--- src/inc/dcr_pkg.sv ---
// Purpose: constants and carrier types of the decoder configuration bank
// Assumes: 4-bit register addresses and 4-bit data words
// Notes:   reset values are the power-on states of each register
package dcr_pkg;

    // register addresses
    localparam logic [3:0] ADDR_PLL_BW    = 4'h8;
    localparam logic [3:0] ADDR_AUDIO_OUT = 4'hA;
    localparam logic [3:0] ADDR_SPEED     = 4'hB;
    localparam logic [3:0] ADDR_VPIN_LO   = 4'hC;
    localparam logic [3:0] ADDR_VPIN_HI   = 4'hD;
    localparam logic [3:0] ADDR_AUD_MOTOR = 4'hE;
    localparam logic [3:0] ADDR_SUBCODE   = 4'hF;

    // power-on values
    localparam logic [3:0] RST_PLL_BW     = 4'h9;
    localparam logic [3:0] RST_AUDIO_OUT  = 4'h2;
    localparam logic [3:0] RST_SPEED      = 4'h0;
    localparam logic [3:0] RST_VPIN_LO    = 4'h2;
    localparam logic [3:0] RST_VPIN_HI    = 4'hF;
    localparam logic [3:0] RST_AUD_MOTOR  = 4'h4;
    localparam logic [3:0] RST_SUBCODE    = 4'h0;

    localparam int NUM_REGS = 7;
    localparam int IDX_PLL_BW    = 0;
    localparam int IDX_AUDIO_OUT = 1;
    localparam int IDX_SPEED     = 2;
    localparam int IDX_VPIN_LO   = 3;
    localparam int IDX_VPIN_HI   = 4;
    localparam int IDX_AUD_MOTOR = 5;
    localparam int IDX_SUBCODE   = 6;

    // field positions
    localparam int PLL_LOOP_LSB  = 0;
    localparam int PLL_INT_LSB   = 2;
    localparam int AO_ACC_LO     = 0;
    localparam int AO_POST       = 1;
    localparam int AO_ACC_HI     = 2;
    localparam int AO_FLAGS      = 3;
    localparam int SP_STBY_LSB   = 0;
    localparam int SP_XTAL       = 2;
    localparam int SP_DOUBLE     = 3;
    localparam int VL_OT_EXT     = 0;
    localparam int VL_SINGLE     = 1;
    localparam int VL_V3_LEVEL   = 2;
    localparam int VH_V4_LSB     = 0;
    localparam int VH_V5_LSB     = 2;
    localparam int AM_BRAKE      = 0;
    localparam int AM_LTD        = 1;
    localparam int AM_AF_LSB     = 2;
    localparam int SC_ON_LSB     = 0;
    localparam int SC_3WIRE      = 3;

    // field codes
    localparam logic [1:0] STBY_STOP  = 2'h0;
    localparam logic [1:0] STBY_PAUSE = 2'h2;
    localparam logic [1:0] STBY_RUN   = 2'h3;
    localparam logic [1:0] PIN_FUNC   = 2'h1;
    localparam logic [1:0] PIN_LOW    = 2'h2;
    localparam logic [1:0] PIN_HIGH   = 2'h3;
    localparam logic [1:0] AF_ON      = 2'h1;
    localparam logic [2:0] SUB_ON     = 3'h4;
    localparam logic [3:0] VH_MOTOR4  = 4'h0;

    typedef enum logic [2:0] {
        RM_STOP  = 3'h1,
        RM_PAUSE = 3'h2,
        RM_RUN   = 3'h4
    } dcr_run_mode_t;

    // code is {bit 2, bit 0} of the audio output register
    typedef enum logic [1:0] {
        ACC_LEVEL2 = 2'h0,
        ACC_LEVEL1 = 2'h1,
        ACC_LEVEL3 = 2'h2,
        ACC_OFF    = 2'h3
    } dcr_clk_acc_t;

    typedef enum logic [1:0] {
        XTAL_33M8 = 2'h0,
        XTAL_8M46 = 2'h1,
        XTAL_16M9 = 2'h2
    } dcr_xtal_t;

    typedef struct packed {
        logic         post_conceal;
        logic         flags_on;
        logic         output_off;
        dcr_clk_acc_t accuracy;
    } dcr_audio_cfg_t;

    typedef struct packed {
        logic          double_speed;
        dcr_xtal_t     xtal;
        dcr_run_mode_t mode;
        logic          audio_feat_on;
        logic          lock_to_disc;
        logic          brake_6pct;
        logic          motor_4line;
        logic          deemph_bypass;
    } dcr_drive_cfg_t;

    typedef struct packed {
        logic [1:0] loop_bw;
        logic [1:0] int_bw;
    } dcr_pll_cfg_t;

    typedef struct packed {
        logic enable;
        logic three_wire;
    } dcr_subcode_cfg_t;

endpackage

--- src/hdl/dcr_reg4.sv ---
// Purpose: one write-only 4-bit configuration register
// Assumes: write strobe and data come from the same clock domain
// Notes:   power-on value given per instance
`timescale 1ns/100ps
module dcr_reg4
#(
    parameter logic [3:0] ADDR  = 4'h0,
    parameter logic [3:0] RESET = 4'h0
)
(
    input  wire logic       core_clk_in,
    input  wire logic       rstn_in,
    input  wire logic       wr_in,
    input  wire logic [3:0] addr_in,
    input  wire logic [3:0] data_in,
    output logic      [3:0] value_out
);
    logic [3:0] value_ff;
    logic [3:0] nxt_value;

    always_comb
    begin
        nxt_value = value_ff;
        if (wr_in && (addr_in == ADDR))
        begin
            nxt_value = data_in;
        end
    end

    always_ff @(posedge core_clk_in)
    begin
        if (!rstn_in)
        begin
            value_ff <= RESET;
        end
        else
        begin
            value_ff <= nxt_value;
        end
    end

    assign value_out = value_ff;
endmodule // dcr_reg4

--- src/hdl/dcr_pin_sync.sv ---
// Purpose: bring an asynchronous pin into the core clock domain
// Assumes: pin level changes slowly against the core clock
// Notes:   a change counts only once stages two and three agree
`timescale 1ns/100ps
module dcr_pin_sync
(
    input  wire logic core_clk_in,
    input  wire logic rstn_in,
    input  wire logic pin_in,
    output logic      level_out
);
    logic [2:0] stage_ff;
    logic [2:0] nxt_stage;
    logic       level_ff;
    logic       nxt_level;

    always_comb
    begin
        nxt_stage = {stage_ff[1:0], pin_in};
        nxt_level = level_ff;
        // stage 0 is metastable; only stages 1 and 2 are compared
        if (stage_ff[1] == stage_ff[2])
        begin
            nxt_level = stage_ff[2];
        end
    end

    always_ff @(posedge core_clk_in)
    begin
        if (!rstn_in)
        begin
            stage_ff <= 3'h0;
            level_ff <= 1'b0;
        end
        else
        begin
            stage_ff <= nxt_stage;
            level_ff <= nxt_level;
        end
    end

    assign level_out = level_ff;
endmodule // dcr_pin_sync

--- src/hdl/dcr_top.sv ---
// Purpose: configuration register bank of the disc decoder and servo core
// Assumes: the serial controller port delivers decoded address/data writes
// Notes:   write-only bank; unlisted addresses belong to other blocks
//
// What this block does
// RULE1: audio bit 1 picks pre or post concealment data; bit 3 adds flags.
// RULE2: bits 2,0 set clock accuracy level; 11 turns output off, held low.
// RULE3: speed bit 2 declares crystal; select pin picks the low crystal.
// RULE4: speed bit 3 double speed; bits 1:0 stop, pause or run.
// RULE5: pin one feeds external off-track when set, else readable on status.
// RULE6: pins-low register bits 2:1 set single or split mute outputs.
// RULE7: pins-high value 0000 makes pins four and five motor outputs.
// RULE8: pins-high bits 1:0 make pin four subcode, low or high.
// RULE9: pins-high bits 3:2 make pin five de-emphasis flag, low or high.
// RULE10: pll register sets loop and internal bandwidth; reset value 1001.
// RULE11: after reset every register holds its power-on value.
// RULE12: audio/motor and subcode register fields drive their options.
`timescale 1ns/100ps
module dcr_top
(
    input  wire logic                 core_clk_in,
    input  wire logic                 rstn_in,
    // register write port
    input  wire logic                 reg_wr_in,
    input  wire logic [3:0]           reg_addr_in,
    input  wire logic [3:0]           reg_data_in,
    // asynchronous pins
    input  wire logic                 pll_clock_select_pin_in,
    input  wire logic                 versatile_pin_one_in,
    // same-clock sources
    input  wire logic                 audio_pre_conceal_in,
    input  wire logic                 audio_post_conceal_in,
    input  wire logic                 mute_left_in,
    input  wire logic                 mute_right_in,
    input  wire logic                 internal_off_track_in,
    input  wire logic                 qw_subcode_in,
    input  wire logic                 deemph_flag_in,
    input  wire logic                 motor_a_in,
    input  wire logic                 motor_b_in,
    // pins and settings
    output logic                      audio_serial_out,
    output logic                      mute_out,
    output logic                      versatile_pin_three_out,
    output logic                      versatile_pin_four_out,
    output logic                      versatile_pin_five_out,
    output logic                      off_track_out,
    output logic                      status_pin_one_out,
    output dcr_pkg::dcr_audio_cfg_t   audio_cfg_out,
    output dcr_pkg::dcr_drive_cfg_t   drive_cfg_out,
    output dcr_pkg::dcr_pll_cfg_t     pll_cfg_out,
    output dcr_pkg::dcr_subcode_cfg_t subcode_cfg_out
);

    localparam logic [3:0] ADDRS [dcr_pkg::NUM_REGS] = '{
        dcr_pkg::ADDR_PLL_BW,  dcr_pkg::ADDR_AUDIO_OUT, dcr_pkg::ADDR_SPEED,
        dcr_pkg::ADDR_VPIN_LO, dcr_pkg::ADDR_VPIN_HI,
        dcr_pkg::ADDR_AUD_MOTOR, dcr_pkg::ADDR_SUBCODE};
    localparam logic [3:0] RSTS [dcr_pkg::NUM_REGS] = '{
        dcr_pkg::RST_PLL_BW,  dcr_pkg::RST_AUDIO_OUT, dcr_pkg::RST_SPEED,
        dcr_pkg::RST_VPIN_LO, dcr_pkg::RST_VPIN_HI,
        dcr_pkg::RST_AUD_MOTOR, dcr_pkg::RST_SUBCODE};

    logic [3:0] regs [dcr_pkg::NUM_REGS];

    // addresses outside this bank simply match no instance
    genvar g;
    generate
        for (g = 0; g < dcr_pkg::NUM_REGS; g++)
        begin : g_reg
            dcr_reg4
            #(
                .ADDR  (ADDRS[g]),
                .RESET (RSTS[g])   // [RULE11] [RULE10]
            )
            u_reg
            (
                .core_clk_in (core_clk_in),
                .rstn_in     (rstn_in),
                .wr_in       (reg_wr_in),
                .addr_in     (reg_addr_in),
                .data_in     (reg_data_in),
                .value_out   (regs[g])
            );
        end
    endgenerate

    logic pll_clock_select_pin_lvl;
    logic pin_one_lvl;

    dcr_pin_sync u_sync_pll_clock_select_pin
    (
        .core_clk_in (core_clk_in),
        .rstn_in     (rstn_in),
        .pin_in      (pll_clock_select_pin_in),
        .level_out   (pll_clock_select_pin_lvl)
    );

    dcr_pin_sync u_sync_pin_one
    (
        .core_clk_in (core_clk_in),
        .rstn_in     (rstn_in),
        .pin_in      (versatile_pin_one_in),
        .level_out   (pin_one_lvl)
    );

    logic [3:0] r_pll;
    logic [3:0] r_ao;
    logic [3:0] r_sp;
    logic [3:0] r_vl;
    logic [3:0] r_vh;
    logic [3:0] r_am;
    logic [3:0] r_sc;

    assign r_pll = regs[dcr_pkg::IDX_PLL_BW];
    assign r_ao  = regs[dcr_pkg::IDX_AUDIO_OUT];
    assign r_sp  = regs[dcr_pkg::IDX_SPEED];
    assign r_vl  = regs[dcr_pkg::IDX_VPIN_LO];
    assign r_vh  = regs[dcr_pkg::IDX_VPIN_HI];
    assign r_am  = regs[dcr_pkg::IDX_AUD_MOTOR];
    assign r_sc  = regs[dcr_pkg::IDX_SUBCODE];

    // decoded settings
    dcr_pkg::dcr_audio_cfg_t   audio_cfg_ff;
    dcr_pkg::dcr_audio_cfg_t   nxt_audio_cfg;
    dcr_pkg::dcr_drive_cfg_t   drive_cfg_ff;
    dcr_pkg::dcr_drive_cfg_t   nxt_drive_cfg;
    dcr_pkg::dcr_pll_cfg_t     pll_cfg_ff;
    dcr_pkg::dcr_pll_cfg_t     nxt_pll_cfg;
    dcr_pkg::dcr_subcode_cfg_t subcode_cfg_ff;
    dcr_pkg::dcr_subcode_cfg_t nxt_subcode_cfg;

    always_comb
    begin
        nxt_audio_cfg.post_conceal = r_ao[dcr_pkg::AO_POST]; // [RULE1]
        nxt_audio_cfg.flags_on     = r_ao[dcr_pkg::AO_FLAGS]; // [RULE1]
        nxt_audio_cfg.accuracy     = dcr_pkg::dcr_clk_acc_t'(
            {r_ao[dcr_pkg::AO_ACC_HI], r_ao[dcr_pkg::AO_ACC_LO]}); // [RULE2]
        nxt_audio_cfg.output_off   =
            (nxt_audio_cfg.accuracy == dcr_pkg::ACC_OFF); // [RULE2]

        nxt_drive_cfg.double_speed = r_sp[dcr_pkg::SP_DOUBLE]; // [RULE4]
        if (r_sp[dcr_pkg::SP_XTAL])
        begin
            nxt_drive_cfg.xtal = dcr_pkg::XTAL_16M9; // [RULE3]
        end
        else if (pll_clock_select_pin_lvl)
        begin
            nxt_drive_cfg.xtal = dcr_pkg::XTAL_8M46; // [RULE3]
        end
        else
        begin
            nxt_drive_cfg.xtal = dcr_pkg::XTAL_33M8; // [RULE3]
        end
        // undefined code 01 falls back to the safest state, stop
        case (r_sp[dcr_pkg::SP_STBY_LSB +: 2])
            dcr_pkg::STBY_RUN:   nxt_drive_cfg.mode = dcr_pkg::RM_RUN;
            dcr_pkg::STBY_PAUSE: nxt_drive_cfg.mode = dcr_pkg::RM_PAUSE;
            default:             nxt_drive_cfg.mode = dcr_pkg::RM_STOP;
        endcase // [RULE4]
        nxt_drive_cfg.audio_feat_on =
            (r_am[dcr_pkg::AM_AF_LSB +: 2] == dcr_pkg::AF_ON); // [RULE12]
        nxt_drive_cfg.lock_to_disc  = r_am[dcr_pkg::AM_LTD]; // [RULE12]
        nxt_drive_cfg.brake_6pct    = r_am[dcr_pkg::AM_BRAKE]; // [RULE12]
        nxt_drive_cfg.motor_4line   = (r_vh == dcr_pkg::VH_MOTOR4); // [RULE7]
        nxt_drive_cfg.deemph_bypass =
            (r_vh[dcr_pkg::VH_V5_LSB +: 2] == dcr_pkg::PIN_FUNC);  // [RULE9]

        nxt_pll_cfg.loop_bw = r_pll[dcr_pkg::PLL_LOOP_LSB +: 2];  // [RULE10]
        nxt_pll_cfg.int_bw  = r_pll[dcr_pkg::PLL_INT_LSB +: 2];   // [RULE10]

        nxt_subcode_cfg.enable =
            (r_sc[dcr_pkg::SC_ON_LSB +: 3] == dcr_pkg::SUB_ON); // [RULE12]
        nxt_subcode_cfg.three_wire = r_sc[dcr_pkg::SC_3WIRE]; // [RULE12]
    end

    always_ff @(posedge core_clk_in)
    begin
        if (!rstn_in)
        begin
            audio_cfg_ff   <= '0;
            drive_cfg_ff   <= '0;
            pll_cfg_ff     <= '0;
            subcode_cfg_ff <= '0;
        end
        else
        begin
            audio_cfg_ff   <= nxt_audio_cfg;
            drive_cfg_ff   <= nxt_drive_cfg;
            pll_cfg_ff     <= nxt_pll_cfg;
            subcode_cfg_ff <= nxt_subcode_cfg;
        end
    end

    // pin drivers
    logic audio_ff;
    logic nxt_audio;
    logic mute_ff;
    logic nxt_mute;
    logic v3_ff;
    logic nxt_v3;
    logic v4_ff;
    logic nxt_v4;
    logic v5_ff;
    logic nxt_v5;
    logic ot_ff;
    logic nxt_ot;
    logic st1_ff;
    logic nxt_st1;

    function automatic logic pin_sel(input logic [1:0] code,
                                     input logic       func);
        case (code)
            dcr_pkg::PIN_FUNC: pin_sel = func;
            dcr_pkg::PIN_LOW:  pin_sel = 1'b0;
            default:           pin_sel = 1'b1;
        endcase
    endfunction

    always_comb
    begin
        // output off holds the line low regardless of the data choice
        if (nxt_audio_cfg.output_off)
        begin
            nxt_audio = 1'b0; // [RULE2]
        end
        else if (r_ao[dcr_pkg::AO_POST])
        begin
            nxt_audio = audio_post_conceal_in; // [RULE1]
        end
        else
        begin
            nxt_audio = audio_pre_conceal_in; // [RULE1]
        end

        if (r_vl[dcr_pkg::VL_SINGLE])
        begin
            nxt_mute = mute_left_in | mute_right_in; // [RULE6]
            nxt_v3   = r_vl[dcr_pkg::VL_V3_LEVEL]; // [RULE6]
        end
        else
        begin
            nxt_mute = mute_left_in; // [RULE6]
            nxt_v3   = mute_right_in; // [RULE6]
        end

        if (r_vl[dcr_pkg::VL_OT_EXT])
        begin
            nxt_ot  = pin_one_lvl; // [RULE5]
            nxt_st1 = 1'b0;
        end
        else
        begin
            nxt_ot  = internal_off_track_in; // [RULE5]
            nxt_st1 = pin_one_lvl; // [RULE5]
        end

        if (r_vh == dcr_pkg::VH_MOTOR4)
        begin
            nxt_v4 = motor_a_in; // [RULE7]
            nxt_v5 = motor_b_in; // [RULE7]
        end
        else
        begin
            nxt_v4 = pin_sel(r_vh[dcr_pkg::VH_V4_LSB +: 2],
                             qw_subcode_in); // [RULE8]
            nxt_v5 = pin_sel(r_vh[dcr_pkg::VH_V5_LSB +: 2],
                             deemph_flag_in); // [RULE9]
        end
    end

    always_ff @(posedge core_clk_in)
    begin
        if (!rstn_in)
        begin
            audio_ff <= 1'b0;
            mute_ff  <= 1'b0;
            v3_ff    <= 1'b0;
            v4_ff    <= 1'b1;
            v5_ff    <= 1'b1;
            ot_ff    <= 1'b0;
            st1_ff   <= 1'b0;
        end
        else
        begin
            audio_ff <= nxt_audio;
            mute_ff  <= nxt_mute;
            v3_ff    <= nxt_v3;
            v4_ff    <= nxt_v4;
            v5_ff    <= nxt_v5;
            ot_ff    <= nxt_ot;
            st1_ff   <= nxt_st1;
        end
    end

    assign audio_serial_out        = audio_ff;
    assign mute_out                = mute_ff;
    assign versatile_pin_three_out = v3_ff;
    assign versatile_pin_four_out  = v4_ff;
    assign versatile_pin_five_out  = v5_ff;
    assign off_track_out           = ot_ff;
    assign status_pin_one_out      = st1_ff;
    assign audio_cfg_out           = audio_cfg_ff;
    assign drive_cfg_out           = drive_cfg_ff;
    assign pll_cfg_out             = pll_cfg_ff;
    assign subcode_cfg_out         = subcode_cfg_ff;
endmodule // dcr_top

--- config.mk ---
export PLATFORM = sky130hd
export DESIGN_NAME = dcr_top
export DESIGN_NICKNAME = d
export VERILOG_FILES = /design/src/inc/dcr_pkg.sv /design/src/hdl/dcr_reg4.sv /design/src/hdl/dcr_pin_sync.sv /design/src/hdl/dcr_top.sv
export SDC_FILE = /design/constraint.sdc
export NUM_CORES = 1
export LEC_CHECK = 0
export BUFFER_PORTS_ARGS = -buffer_cell sky130_fd_sc_hd__buf_2
export CAP_MARGIN = 25
export CORE_UTILIZATION = 56
export DETAILED_ROUTE_END_ITERATION = 7
export PLACE_DENSITY_LB_ADDON = 0.25
export RECOVER_POWER = 100
export SYNTH_ARGS = -nofsm -noshare
export SYNTH_HDL_FRONTEND = slang
export SYNTH_SLANG_ARGS = --single-unit
--- constraint.sdc ---
create_clock -name core_clk_in -period 1.87 [get_ports core_clk_in]
set_clock_uncertainty 0.1 [all_clocks]
set_input_delay 0.187 -clock core_clk_in [delete_from_list [all_inputs] [get_ports core_clk_in]]
set_output_delay 0.187 -clock core_clk_in [all_outputs]
set_load 0.02 [all_outputs]
==> results.yml <==
synthesis:
  synthTopCellsByArea: "dfxtp_1 (59%), mux2i_1 (9.8%), and2_1 (5.2%), nor2b_1 (4.6%), nand2_1 (3.8%)"
  synth-seq-area-share_pct: 59.4
  ys_warn_count: 0
  synthDistinctLibCells: 27
  syn_area_per_cell_um2: 10.6
  synth_top_area_share_pct: 59.4
  synthCells: 203
  yosys.area.top_type: "dfxtp_1"
  syn-num-nets: 225
  synth-seq-cells: 64
  syn_area_mm2: 0.00216
power:
  pwr_density_cell_mw_per_mm2: 981
  ir_worst_vdd_mv: 0.693
  leakagePower_nw: 1.07
  finalPower_mw: 2.55
final_layout:
  drive_gt1_share_pct: 15.1
  area_delta_synth_final_pct: 20.8
  fin_cells: 313
  fin_nets: 283
  num_antenna_cells: 0
  final_cell_area_mm2: 0.00261
  fin_util_pct: 70.6
placed_design:
  numPlacedInstances: 295
  gp_congestion: 0.758
  pre_cts_slack_ns: 0.534
  dp_hpwl_um: 2550
  numPortBuffers: 50
  placed_area_mm2: 0.00245
clocking:
  postCtsSetupRepairBufs: 0
  htreeDepth: 3
  clock-sinks: 64
  clkTransAtPathRegs_ns: 0.06
  cts_buffer_depth: 2
  cts_buffers: 9
  cts-root-buf: "clkbuf_8"
  tritoncts: "done"
  clk_latency_ns: 0.33
  cts-resized-gates: 0
  postCtsHoldBufs: 3
global_routing:
  antenna_found_initial: 0
  grt_usage_pct: 21.2
  grt_pass1_vias: 1461
  grt_pass1_wl_um: 6380
  grt_overflow: 0
  grt_max_degree: 22
worst_setup_path:
  cp_max_fo: 19
  endpoint_kind: "register"
  critPathKind: "primary input to register"
  crit_required_ns: 1.98
  crit_arrival_ns: 1.45
  cp-start-kind: "primary input"
floorplanning:
  initial_utilization_pct: 58.4
  coreArea_mm2: 0.00369
  dieArea_mm2: 0.00410
  die_h_um: 64.0
  io_pins: 51
  die_width_um: 64.0
  fp-row-count: 22
drt:
  routedWlPerCell_um: 12.2
  antenna_left: 0
  dr_total_vias: 1552
  first_iter_violations: 72
  drc: 0
  vias_per_cell: 4.96
  drtPass1Iterations: 4
  finalWirelength_um: 3810
timing:
  final_hold_viol_count: 0
  worst_pin_slew_ns: 0.615
  setup_viol: 0
  layout_setup_ws_ns: 0.533
  clock.fmax_mhz: 748
  finalCriticalPeriod_ns: 1.34
  maxSlewHeadroom_pct: 59.0
  hold_ws_ns: 0.00623
  fin_tns_setup_ns: 0
  period_share_pct: 71.5
  final_max_slew_viol_count: 0
  rsz0062_at_grt: "false"
outcome:
  status: "finished clean"
hold_path:
  hold_path.class: "primary input to register"
flow_run:
  drv_cap: 0
-- registers in the layout, summed over array words and instances, names as in the netlist, 2 cells and up --
name,cells
pll_cfg_out,4
audio_cfg_out,5
subcode_cfg_out,2
u_sync_pll_clock_select_pin.stage_ff,3
drive_cfg_out,11
g.u_reg.value_out,27
u_sync_pin_one.stage_ff,3
-- critical path, stage by stage --
cell	delay (ns)
clkbuf_1	0.46
clkbuf_1	0.42
nor2b_1	0.26
mux2i_1	0.11
-- final timing paths --
path                                             startpoint                          end  slack (ns)  cells after the start
worst max-delay path                                rstn_in  g_reg[3].u_reg.value_out[1]        0.53                      4
worst min-delay path                           mute_left_in                     mute_out       0.006                      3
worst max register to register  g_reg[4].u_reg.value_out[3]       versatile_pin_four_out        0.83                      3
worst min register to register  g_reg[6].u_reg.value_out[1]           subcode_cfg_out[1]        0.32                      1
-- cell families after synthesis --
family / share of synthesized area, %
AO/OA/AOI/OAI: 7.49
AND/OR/NAND/NOR: 19.4
buffers and inverters: 2.84
multiplexers: 10.8
flip-flops: 59.4
-- routing by layer --
| metal | part of all wire, % | GRT usage, % | up-vias |
|---|---|---|---|
| met2 | 46 | 33.9 | 49 |
| met5 | 0 | 0 | - |
| met3 | 5.4 | 4.29 | 12 |
| met1 | 46 | 24.5 | 701 |
| li1 | - | - | 790 |
| met4 | 2.8 | 17.3 | 0 |
-- report_power, final --
group | switching, mW | leakage [nW] | total [mW] | internal (mW)
sequential | 0.00919 | 0.520 | 1.40 | 1.39
clock | 0.477 | 0.0882 | 1.02 | 0.541
combinational | 0.0818 | 0.458 | 0.138 | 0.0558
total | 0.568 | 1.07 | 2.55 | 1.99
-- layout make-up --
type	count	area [µm²]
Clock buffer	12	155
Tap cell	48	60.1
Clock inverter	3	17.5
Fill cell	314	1080
Sequential cell	64	1280
Inverter	4	15.0
Timing Repair Buffer	57	268
Multi-Input combinational cell	125	808
-- cell usage after synthesis, drive strengths merged --
master	count
nor3b	1
and2	18
nand3	1
and3	2
inv	4
a2bb2oi	2
a21oi	1
mux2i	21
nor2	9
and3b	1
buf	2
clkbuf	8
o31ai	8
a21boi	2
nand3b	1
mux2	2
nor3	3
nand2b	1
or3	1
dfxtp	64
or3b	1
o311ai	1
nand2	22
o21ai	11
nor2b	16
-- layout by cell type, fill, tap and decap left out, types with 2 or more instances in the layout --
cell type,synthesis,layout
mux2_2,2,2
dfxtp_1,64,64
inv_1,4,4
mux2i_1,21,21
a21boi_0,2,2
clkbuf_1,8,33
buf_2,1,19
dlygate4sd3_1,0,3
nor2_1,9,9
buf_4,0,3
and2_1,18,6
and2_0,0,12
o31ai_1,8,8
nor2b_1,16,16
and3_1,2,2
clkbuf_8,0,11
o21ai_0,11,11
a2bb2oi_1,2,2
nor3_1,2,2
clkinv_2,0,2
nand2_1,22,22
No activity file was read; power rests on OpenSTA's default activity.
